**src/include/pcso_params.svh**
```systemverilog
`ifndef PCSO_PARAMS_SVH
`define PCSO_PARAMS_SVH

// Clock
`define PCSO_CLK_PERIOD_NS 8

// Register map, offsets, fields and reset value
`define PCSO_ADDR_W 8
`define PCSO_DATA_W 8
`define PCSO_OFFSET_CTRL_ADDR 8'h0e
`define PCSO_OFFSET_CTRL_RESET 8'h00
`define PCSO_OFS_EN_BIT 5
`define PCSO_OFS_POL_BIT 4
`define PCSO_OFS_MAG_MSB 4
`define PCSO_OFS_MAG_LSB 0
`define PCSO_OFS_STORED_MSB 5
`define PCSO_UNMAPPED_READ 8'h00

// Phase counts
`define PCSO_MAX_PHASES 8
`define PCSO_CNT_W 4
`define PCSO_MAX_COUNT 4'h8
`define PCSO_MIN_COUNT 4'h1

// Sense-pin settle time before the strap pattern is trusted
`define PCSO_SETTLE_NS 1000
`define PCSO_SETTLE_CYC ((`PCSO_SETTLE_NS + `PCSO_CLK_PERIOD_NS - 1) / `PCSO_CLK_PERIOD_NS)
`define PCSO_SETTLE_CNT_W 8

// Total-current thresholds, codes of the digitised sum current
`define PCSO_CUR_W 8
`define PCSO_OCP_LEVEL 8'he0
`define PCSO_APS_STEP_SHIFT 5

`endif

```
**src/include/pcso_pkg.sv**
```systemverilog
package pcso_pkg;

	// Detection sequencer, Gray along idle -> settle -> latched
	typedef enum logic [1:0] {
		PCSO_IDLE = 2'b00,
		PCSO_SETTLE = 2'b01,
		PCSO_LATCHED = 2'b11,
		PCSO_FAULT = 2'b10
	} pcso_state_t;

	// Result of decoding the strap pattern
	typedef struct packed {
		logic fault;
		logic [3:0] count;
	} pcso_strap_t;

	// Offset current command toward the analogue feedback stage
	typedef struct packed {
		logic enable;
		logic sourceCur;
		logic sinkCur;
		logic [4:0] magnitude;
	} pcso_offset_t;

endpackage : pcso_pkg

```
**src/rtl/pcso_phase_cfg.sv**
```systemverilog
`timescale 1ns/1ns
`include "pcso_params.svh"

// Functional notes
// - Offset control bit 5 set enables the output offset; clear disables it.
// - Offset current magnitude comes from offset control bits 4 to 0.
// - Active offset sources current for negative offset, sinks it for positive.
// - Phase-count detection runs during the per-phase output pin configuration step.
// - A phase whose sense pin exceeds supply minus 0.5 V is disabled.
// - Phase count is latched at every configuration detection and then held.
// - Latched hardware count caps every requested phase count.
// - Pin n+1 pulled high selects n phases; no pin pulled gives 8.
// - Total current drives droop, total overcurrent and automatic phase dropping.
module pcso_phase_cfg
	import pcso_pkg::*;
(
	input wire logic clk,
	input wire logic resetn,
	input wire logic regWe,
	input wire logic [7:0] regAddr,
	input wire logic [7:0] regWrData,
	output logic [7:0] regRdData,
	input wire logic pinCfgActive,
	input wire logic [7:0] senseHigh,
	input wire logic [3:0] reqPhaseCount,
	input wire logic autoPhaseDrop,
	input wire logic [7:0] totalCurrentSignal,
	output logic [3:0] hwPhaseLimit,
	output logic [3:0] activePhaseCount,
	output logic [7:0] phaseEnable,
	output logic startFault,
	output logic detectDone,
	output pcso_offset_t offsetCmd,
	output logic [7:0] droopLevel,
	output logic totalOcp
);

	localparam logic [7:0] SETTLE_CYC = 8'(`PCSO_SETTLE_CYC);

	// Request of zero means "no limit"; anything above the cap is cut down
	function automatic logic [3:0] clampCount(input logic [3:0] req, input logic [3:0] lim);
		logic [3:0] r;
		r = (req == 4'h0) ? lim : req;
		return (r > lim) ? lim : r;
	endfunction : clampCount

	// Phase count needed to carry the present total current
	function automatic logic [3:0] apsNeed(input logic [7:0] cur);
		logic [3:0] n;
		n = {1'b0, cur[7:`PCSO_APS_STEP_SHIFT]} + 4'h1;
		return n;
	endfunction : apsNeed

	pcso_strap_t strapNow;

	pcso_strap_decode uDecode (
		.senseHigh(senseHigh),
		.strap(strapNow)
	);

	pcso_state_t state_r, state_nxt;
	logic [7:0] settleCnt_r, settleCnt_nxt;
	logic [7:0] senseSeen_r, senseSeen_nxt;
	logic [3:0] hwLimit_r, hwLimit_nxt;
	logic fault_r, fault_nxt;
	logic done_r, done_nxt;
	logic [3:0] active_r, active_nxt;
	logic [7:0] enable_r, enable_nxt;
	logic [7:0] droop_r, droop_nxt;
	logic ocp_r, ocp_nxt;
	logic [5:0] ofsReg_r, ofsReg_nxt;
	pcso_offset_t ofs_r, ofs_nxt;
	logic [7:0] rdData_r, rdData_nxt;
	logic latchNow;
	logic cfgPrev_r, cfgPrev_nxt;
	logic cfgRise;

	// Detection: wait for stable straps, latch at settle or at end of step
	always_comb begin
		state_nxt = state_r;
		settleCnt_nxt = settleCnt_r;
		senseSeen_nxt = senseHigh;
		hwLimit_nxt = hwLimit_r;
		fault_nxt = fault_r;
		done_nxt = done_r;
		latchNow = 1'b0;
		// Only a fresh step starts detection; a step held high would relatch forever
		cfgPrev_nxt = pinCfgActive;
		cfgRise = pinCfgActive && !cfgPrev_r;
		case (state_r)
			PCSO_IDLE, PCSO_LATCHED, PCSO_FAULT: begin
				if (cfgRise) begin
					state_nxt = PCSO_SETTLE;
					settleCnt_nxt = 8'h00;
					done_nxt = 1'b0;
				end
			end
			PCSO_SETTLE: begin
				// A bouncing pin restarts the settle window
				if (senseHigh != senseSeen_r) begin
					settleCnt_nxt = 8'h00;
				end else if (settleCnt_r != SETTLE_CYC) begin
					settleCnt_nxt = settleCnt_r + 8'h01;
				end
				latchNow = (settleCnt_r == SETTLE_CYC) || !pinCfgActive;
				if (latchNow) begin
					hwLimit_nxt = strapNow.count;
					fault_nxt = strapNow.fault;
					done_nxt = 1'b1;
					state_nxt = strapNow.fault ? PCSO_FAULT : PCSO_LATCHED;
				end
			end
			default: begin
				state_nxt = PCSO_IDLE;
			end
		endcase
	end

	always_ff @(posedge clk or negedge resetn) begin
		if (!resetn) begin
			state_r <= PCSO_IDLE;
			settleCnt_r <= 8'h00;
			senseSeen_r <= 8'h00;
			hwLimit_r <= 4'h0;
			fault_r <= 1'b0;
			done_r <= 1'b0;
			cfgPrev_r <= 1'b0;
		end else begin
			state_r <= state_nxt;
			settleCnt_r <= settleCnt_nxt;
			senseSeen_r <= senseSeen_nxt;
			hwLimit_r <= hwLimit_nxt;
			fault_r <= fault_nxt;
			done_r <= done_nxt;
			cfgPrev_r <= cfgPrev_nxt;
		end
	end

	// Phase drive: only once a legal count is latched, capped by the straps
	always_comb begin
		active_nxt = 4'h0;
		enable_nxt = 8'h00;
		droop_nxt = totalCurrentSignal;
		ocp_nxt = (totalCurrentSignal >= `PCSO_OCP_LEVEL);
		if (state_r == PCSO_LATCHED) begin
			active_nxt = clampCount(reqPhaseCount, hwLimit_r);
			if (autoPhaseDrop) begin
				active_nxt = clampCount(apsNeed(totalCurrentSignal), active_nxt);
			end
			for (int i = 0; i < `PCSO_MAX_PHASES; i++) begin
				enable_nxt[i] = (4'(i) < active_nxt);
			end
		end
	end

	always_ff @(posedge clk or negedge resetn) begin
		if (!resetn) begin
			active_r <= 4'h0;
			enable_r <= 8'h00;
			droop_r <= 8'h00;
			ocp_r <= 1'b0;
		end else begin
			active_r <= active_nxt;
			enable_r <= enable_nxt;
			droop_r <= droop_nxt;
			ocp_r <= ocp_nxt;
		end
	end

	// Offset control register; bits 7:6 are not stored and read as zero
	always_comb begin
		ofsReg_nxt = ofsReg_r;
		if (regWe && regAddr == `PCSO_OFFSET_CTRL_ADDR) begin
			ofsReg_nxt = regWrData[`PCSO_OFS_STORED_MSB:0];
		end
		rdData_nxt = `PCSO_UNMAPPED_READ;
		if (regAddr == `PCSO_OFFSET_CTRL_ADDR) begin
			rdData_nxt = {2'b00, ofsReg_r};
		end
		ofs_nxt.enable = ofsReg_r[`PCSO_OFS_EN_BIT];
		// Polarity bit is a guess; the magnitude still carries all five bits
		ofs_nxt.sourceCur = ofsReg_r[`PCSO_OFS_EN_BIT] && !ofsReg_r[`PCSO_OFS_POL_BIT];
		ofs_nxt.sinkCur = ofsReg_r[`PCSO_OFS_EN_BIT] && ofsReg_r[`PCSO_OFS_POL_BIT];
		ofs_nxt.magnitude = ofsReg_r[`PCSO_OFS_MAG_MSB:`PCSO_OFS_MAG_LSB];
	end

	always_ff @(posedge clk or negedge resetn) begin
		if (!resetn) begin
			ofsReg_r <= 6'(`PCSO_OFFSET_CTRL_RESET);
			ofs_r <= '0;
			rdData_r <= 8'h00;
		end else begin
			ofsReg_r <= ofsReg_nxt;
			ofs_r <= ofs_nxt;
			rdData_r <= rdData_nxt;
		end
	end

	// Outputs straight from flops
	assign regRdData = rdData_r;
	assign hwPhaseLimit = hwLimit_r;
	assign activePhaseCount = active_r;
	assign phaseEnable = enable_r;
	assign startFault = fault_r;
	assign detectDone = done_r;
	assign offsetCmd = ofs_r;
	assign droopLevel = droop_r;
	assign totalOcp = ocp_r;
endmodule : pcso_phase_cfg

```
**src/rtl/pcso_strap_decode.sv**
```systemverilog
`timescale 1ns/1ns
`include "pcso_params.svh"

// Turns the per-phase "sense pin near supply" flags into a phase count
module pcso_strap_decode
	import pcso_pkg::*;
(
	input wire logic [7:0] senseHigh,
	output pcso_strap_t strap
);

	// Lowest pulled pin n+1 gives n phases; higher pins float and are ignored
	always_comb begin
		strap.fault = senseHigh[0];
		strap.count = `PCSO_MAX_COUNT;
		for (int i = `PCSO_MAX_PHASES - 1; i >= 1; i--) begin
			if (senseHigh[i]) begin
				strap.count = 4'(i);
			end
		end
		if (senseHigh[0]) begin
			strap.count = 4'h0;
		end
	end

endmodule : pcso_strap_decode

```
**config.mk**
```make
export PLATFORM = sky130hd
export DESIGN_NAME = pcso_phase_cfg
export DESIGN_NICKNAME = d
export VERILOG_FILES = /design/src/include/pcso_pkg.sv /design/src/rtl/pcso_phase_cfg.sv /design/src/rtl/pcso_strap_decode.sv
export VERILOG_INCLUDE_DIRS = /design/src /design/src/include
export SDC_FILE = /design/constraint.sdc
export NUM_CORES = 1
export LEC_CHECK = 0
export ABC_AREA = 1
export BUFFER_PORTS_ARGS = -buffer_cell sky130_fd_sc_hd__clkbuf_2
export CAP_MARGIN = 40
export CELL_PAD_IN_SITES_DETAIL_PLACEMENT = 1
export CELL_PAD_IN_SITES_GLOBAL_PLACEMENT = 2
export CORE_MARGIN = 5
export CORE_UTILIZATION = 31
export CTS_CLUSTER_DIAMETER = 120
export CTS_CLUSTER_SIZE = 8
export DETAILED_ROUTE_END_ITERATION = 16
export PLACE_DENSITY = 0.81
export SLEW_MARGIN = 25
export SYNTH_ARGS = -nofsm -noshare
export SYNTH_HDL_FRONTEND = slang
export SYNTH_SLANG_ARGS = --single-unit
export TNS_END_PERCENT = 5
```
**constraint.sdc**
```tcl
create_clock -name clk -period 3.9 [get_ports clk]
set_input_delay 0.195 -clock clk [delete_from_list [all_inputs] [get_ports clk]]
set_output_delay 0.195 -clock clk [all_outputs]
set_load 0.01 [all_outputs]
```
==> Word level (Yosys, flattened, before mapping) <==
Cells that the tools add are included.
{ "word_totals": {"regBits": 68, "in_bits": 41, "elab_cells": 83} }
{ "op_classes": {"add_sub_neg": 2, "order_cmp": 11, "n_eq_ne": 10, "mux": 28, "n_reduce_logical": 15} }
{ "ops": {"columns": ["op", "count"], "rows": [
  ["4-bit two-way mux", 15],
  ["8-bit two-way mux", 4],
  ["3-bit by 4-bit less-than comparator with 1-bit output, first input constant", 4],
  ["8-bit one-hot mux with 2 select lines", 1],
  ["8-bit by 1-bit adder with 8-bit output, second input constant", 1],
  ["8-bit by 4-bit equality test with 1-bit output, second input constant", 1],
  ["8-bit by 7-bit equality test with 1-bit output, second input constant", 1],
  ["8-bit greater-or-equal comparator, second input constant", 1],
  ["4-bit greater-than comparator", 2],
  ["4-bit logical NOT", 2],
  ["1-bit by 4-bit less-than comparator with 1-bit output, first input constant", 2],
  ["2-bit by 4-bit less-than comparator with 1-bit output, first input constant", 2],
  ["8-bit by 7-bit inequality test with 1-bit output, second input constant", 1],
  ["8-bit inequality test", 1],
  ["6-bit two-way mux", 1],
  ["2-bit AND reduction", 3],
  ["3-bit by 1-bit adder with 4-bit output, second input constant", 1],
  ["2-bit equality test, second input constant", 2],
  ["1-bit logical AND", 4],
  ["2-bit two-way mux", 2],
  ["2-bit inequality test, second input constant", 2],
  ["2-bit one-hot mux with 2 select lines", 1],
  ["1-bit logical NOT", 3],
  ["1-bit two-way mux", 3],
  ["6 further kinds", 6]
]} }

==> Depth between registers and ports, before layout <==
{ "depth": {"depth_word": 11, "ltp_mapped": 25} }

==> By module <==
From an unflattened synthesis, not the netlist that was laid out.
{ "hier_totals": {"hier_cells": 322, "area_unflattened_um2": 2976.6} }
{ "by_module_without_submodules": {"columns": ["module", "instances", "cells_per_inst", "area_each_um2", "seq_area_each_um2"], "rows": [
  ["pcso_phase_cfg", 1, 300, 2867.8, 1601.5],
  ["pcso_strap_decode", 1, 22, 108.9, 0.0]
]} }

==> Least setup slack after synthesis <==
No wires, ideal clock.
{ "synth_timing": {"path_type": "flip-flop to flip-flop", "startpoint": "register hwLimit_r[3], in the netlist hwPhaseLimit[3]", "endpoint": "register enable_r[2], in the netlist phaseEnable[2]", "setup_time_ns": 0.117, "t_arrival_ns": 2.856, "t_required_ns": 3.783, "path_slack_ns": 0.927, "stages_incl_launch_ff": 22, "path_buffers": 0, "period_less_slack_ns": 2.973, "path_cell_list": "dfrtp_1 -> a31oi_1 -> inv_1 -> ha_1 -> inv_1 -> a21oi_1 -> nand3_2 -> nand2_2 -> nand2_4 -> o21ai_2 -> nor2_1 -> nor2_2 -> inv_1 -> ha_1 -> and3_2 -> nand4_4 -> nand3_4 -> nand2_2 -> nand2_2 -> nand2_1 -> nand2_2 -> nand2_1"} }
{ "synth_via": {"elab_chain_len": 10} }
{ "synth_lines": {"columns": ["element", "line", "text"], "rows": [
  ["from (decl)", "pcso_phase_cfg.sv:64", "logic [3:0] hwLimit_r, hwLimit_nxt;"],
  ["from (signal assigned)", "pcso_phase_cfg.sv:132", "hwLimit_r <= hwLimit_nxt;"],
  ["4-bit two-way mux", "pcso_phase_cfg.sv:43", "r = (req == 4'h0) ? lim : req;"],
  ["4-bit greater-than comparator", "pcso_phase_cfg.sv:44", "return (r > lim) ? lim : r;"],
  ["4-bit two-way mux *", "pcso_phase_cfg.sv:44", null],
  ["4-bit two-way mux", "pcso_phase_cfg.sv:43", null],
  ["4-bit greater-than comparator", "pcso_phase_cfg.sv:44", null],
  ["4-bit two-way mux", "pcso_phase_cfg.sv:44", null],
  ["4-bit two-way mux *", "pcso_phase_cfg.sv:147", "if (autoPhaseDrop) begin"],
  ["4-bit two-way mux *", "pcso_phase_cfg.sv:145", "if (state_r == PCSO_LATCHED) begin"],
  ["2-bit by 4-bit less-than comparator with 1-bit output *", "pcso_phase_cfg.sv:151", "enable_nxt[i] = (4'(i) < active_nxt);"],
  ["8-bit two-way mux *", "pcso_phase_cfg.sv:145", null],
  ["named net enable_nxt[2]", "pcso_phase_cfg.sv:68", "logic [7:0] enable_r, enable_nxt;"],
  ["to (signal assigned)", "pcso_phase_cfg.sv:164", "enable_r <= enable_nxt;"],
  ["to (decl)", "pcso_phase_cfg.sv:68", null]
]} }
Mark *: on every way through the listed nets, which the timed path passes. The rest lies on a longest branch. The select of a mux whose other input is x is not followed.
A chain may end at the register's enable or synchronous reset.

==> Final worst setup path <==
{ "layout_timing": {"startpoint": "register hwLimit_r[3], in the netlist hwPhaseLimit[3]", "endpoint": "register enable_r[4], in the netlist phaseEnable[4]"} }
{ "layout_via": {"elab_chain_len": 10} }
{ "layout_lines": {"columns": ["element", "line"], "rows": [
  ["4-bit two-way mux", "pcso_phase_cfg.sv:43"],
  ["4-bit greater-than comparator", "pcso_phase_cfg.sv:44"],
  ["4-bit two-way mux *", "pcso_phase_cfg.sv:44"],
  ["4-bit two-way mux", "pcso_phase_cfg.sv:43"],
  ["4-bit greater-than comparator", "pcso_phase_cfg.sv:44"],
  ["4-bit two-way mux", "pcso_phase_cfg.sv:44"],
  ["4-bit two-way mux *", "pcso_phase_cfg.sv:147"],
  ["4-bit two-way mux *", "pcso_phase_cfg.sv:145"],
  ["3-bit by 4-bit less-than comparator with 1-bit output *", "pcso_phase_cfg.sv:151"],
  ["8-bit two-way mux *", "pcso_phase_cfg.sv:145"],
  ["named net enable_nxt[4]", "pcso_phase_cfg.sv:68"]
]} }
Marks and branches as above.

==> results.py <==
metrics = {
    "status": {
        "outcome": "finished clean",
    },
    "power_and_ir_drop": {
        "p_leak_nw": 2.06,
        "p_total_mw": 2.13,
        "p_per_area_nw_per_um2": 549,
        "irDropWorstVdd_uv": 225,
    },
    "routing": {
        "first_iter_violations": 56,
        "wl_met1_mm": 3.06,
        "drtAntennaViolNets": 0,
        "vias": 2404,
        "dr_wl_met3_um": 291,
        "via_per_inst": 4.39,
        "drt_wl_total_mm": 7.10,
        "avgRoutedWirePerCell_um": 13.0,
        "drc": 0,
        "dr_wl_met2_mm": 3.65,
        "drt_first_pass_iters": 4,
        "top_layer": "met4",
    },
    "logic_synthesis": {
        "yosysWarningCount": 0,
        "ys_seq_area_share_pct": 54.0,
        "syn_avg_cell_area_um2": 9.50,
        "netlist_instances": 312,
        "syn_area_um2": 2970,
        "ys_ff_latch": 64,
        "yosysUniqueCellTypes": 39,
    },
    "floorplan": {
        "die_h_um": 108,
        "ios": 84,
        "core_um2": 9280,
        "die_w_um": 108,
        "start_util_pct": 31.9,
        "fp-row-count": 35,
        "dieArea_um2": 11600,
    },
    "final_layout": {
        "antenna_cells": 0,
        "stdcell_area_um2": 3890,
        "drive_above_1_share_pct": 33.2,
        "fin_cells": 548,
        "final_nets": 464,
        "areaGrowthSynthToFinish_pct": 31.1,
    },
    "critical_path": {
        "worst-path-max-fanout": 7,
        "crit_required_ns": 4.13,
        "critPathKind": "flop to flop",
        "startpoint_type": "flop",
        "endpoint_kind": "flop",
        "arrival_ns": 3.58,
    },
    "clocking": {
        "clk_latency_ns": 0.34,
        "cts_sinks": 64,
        "clk_pin_slew_worst_paths_ns": 0.08,
        "cts_max_level": 3,
        "cts_tree": "done",
        "cts-root-buf": "clkbuf_8",
        "clk_path_buf_depth": 2,
        "numCtsBuffers": 9,
    },
    "sta": {
        "fin_crit_sh_pct": 85.8,
        "rsz0062_at_grt": "false",
        "skew_ns": 0.00597,
        "period_needed_ns": 3.35,
        "slew_viol_final": 0,
        "hold_viol": 0,
        "worst_slack_ns": 0.554,
        "tns_ns": 0,
        "setup_viol": 0,
        "max_freq_mhz": 299,
    },
    "global_routing": {
        "grt-ovfl-total": 0,
        "grt_max_degree": 32,
        "grt_pass1_wl_mm": 12.2,
        "grt_pass1_vias": 2614,
        "antenna_found_initial": 0,
        "grt_usage_pct": 13.3,
    },
    "placement": {
        "portBuffers": 79,
        "dp.cells": 520,
        "placement.cell_area_um2": 3540,
        "hpwlAfterDp_mm": 5.55,
        "place_ws_ns": 0.538,
        "gp_congestion": 0.791,
    },
    "flow_run": {
        "max_cap_violations": 0,
    },
    "min_path": {
        "hold_class": "input pin to flop",
    },
}
area by class of cell:
class                      count  area, um^2
timing repair buffer          93         551
clock buffer                  10         138
clock inverter                 6        92.6
fill                        1111        5400
tap                          129         161
sequential                    64        1600
multi-input combinational    189        1130
inverter                      57         214
logic make-up (layout without fill, tap and decap cells):
family,after synthesis,count (layout),share of synthesized area (%)
flip-flops,64,64,54.0
buffers and inverters,60,166,7.97
AND/OR/NAND/NOR,135,135,23.5
adder cells (fa/ha/maj),9,9,3.80
multiplexers,6,6,2.28
other,1,2,0.126
AO/OA/AOI/OAI,28,28,5.61
XOR/XNOR,9,9,2.66
cell usage after synthesis (all sizes together):
library cell	count	area (um^2)
o21bai	2	15.0
o31ai	2	15.0
o21a	2	15.0
xor2	8	70.1
inv	57	214
and3	1	7.51
a22oi	1	7.51
nor4	5	37.5
conb	1	3.75
a31oi	3	18.8
nand2	69	307
o21ai	11	58.8
nand4	7	58.8
xnor2	1	8.76
o22ai	1	6.26
or2	3	18.8
mux2	6	67.6
ha	9	113
nand3	14	87.6
nor2	30	140
nand3b	2	18.8
dfrtp	64	1600
buf	3	22.5
nor3b	1	7.51
a21oi	6	30.0
nor3	3	15.0
flip-flops by register name (all words and copies together) (netlist names), 2 cells and up:
name              cells
activePhaseCount      4
droopLevel            8
hwPhaseLimit          4
offsetCmd             8
ofsReg_r              6
phaseEnable           7
regRdData             6
senseSeen_r           8
settleCnt_r           8
state_r               2
worst max-delay path: stages (launching register included):
cell and delay, ns:
dfrtp_1 0.43, a31oi_1 0.23, inv_1 0.06, ha_1 0.27, inv_1 0.05, a21oi_1 0.24
nand3_2 0.12, nand2_2 0.10, nand2_4 0.08, o21ai_2 0.21, nor2_1 0.08, nor2_2 0.11
inv_1 0.05, ha_1 0.30, and3_2 0.23, nand4_4 0.15, nand3_4 0.14, nand2_2 0.06
nand2_2 0.10, nand2_1 0.08, nand2_1 0.07, nand2_1 0.05
path summary, 6_finish.rpt:
kind | startpoint | end | slack [ns] | cells past startpoint
min | senseHigh[2] | senseSeen_r[2] | 0.02 | 1
max reg2reg | hwPhaseLimit[3] | phaseEnable[4] | 0.55 | 21
max in group asynchronous | resetn | senseSeen_r[6] | 2.90 | 3
max | hwPhaseLimit[3] | phaseEnable[4] | 0.55 | 21
min reg2reg | ofsReg_r[2] | offsetCmd[2] | 0.40 | 0
min in group asynchronous | resetn | hwPhaseLimit[2] | 0.29 | 2
layout by cell type (no fill, tap or decap), types with 2 or more instances in the layout:
master	count
o21bai_1	2
a31oi_1	3
nand3_1	12
nor2_1	23
clkinvlp_4	2
dlygate4sd3_1	12
nand2_2	13
nor2_4	2
nand4_1	6
nand2_1	54
xor2_1	8
o21a_1	2
clkbuf_2	79
nor2_2	5
o21ai_0	9
nand2_4	2
inv_1	52
or2_2	2
conb_1	2
nor3_1	3
inv_2	5
bufinv_16	2
nor4_1	4
a21oi_1	6
dfrtp_1	64
o31ai_1	2
clkinv_4	2
ha_1	9
mux2_2	6
clkbuf_8	10
repair_timing:
item / CTS / global route
resized for setup: 0 / 0
hold buffers: 12 / 0
buffers inserted: 0 / 0
endpoints found under the hold margin: 18 / 0
metrics by stage:
step,utilization (%),hold WS [ns]
after floorplan,-,-0.101
after global placement,37.8,0.304
after detailed placement,38.1,0.104
after CTS,41.9,0.0103
after global routing,41.9,0.0116
final,41.9,0.0249
metal layers:
metal	vias to the layer above	GRT usage (%)
met5	-	0
met4	0	4.60
met1	1166	15.8
li1	1181	-
met2	47	22.9
met3	10	3.78
where the power goes:
part	switching [mW]	total (mW)	internal, mW
logic	0.430	0.673	0.243
registers	0.0500	0.807	0.757
clock network	0.275	0.655	0.379
total	0.755	2.13	1.38
Note: power is estimated with default switching activity, not from simulation.
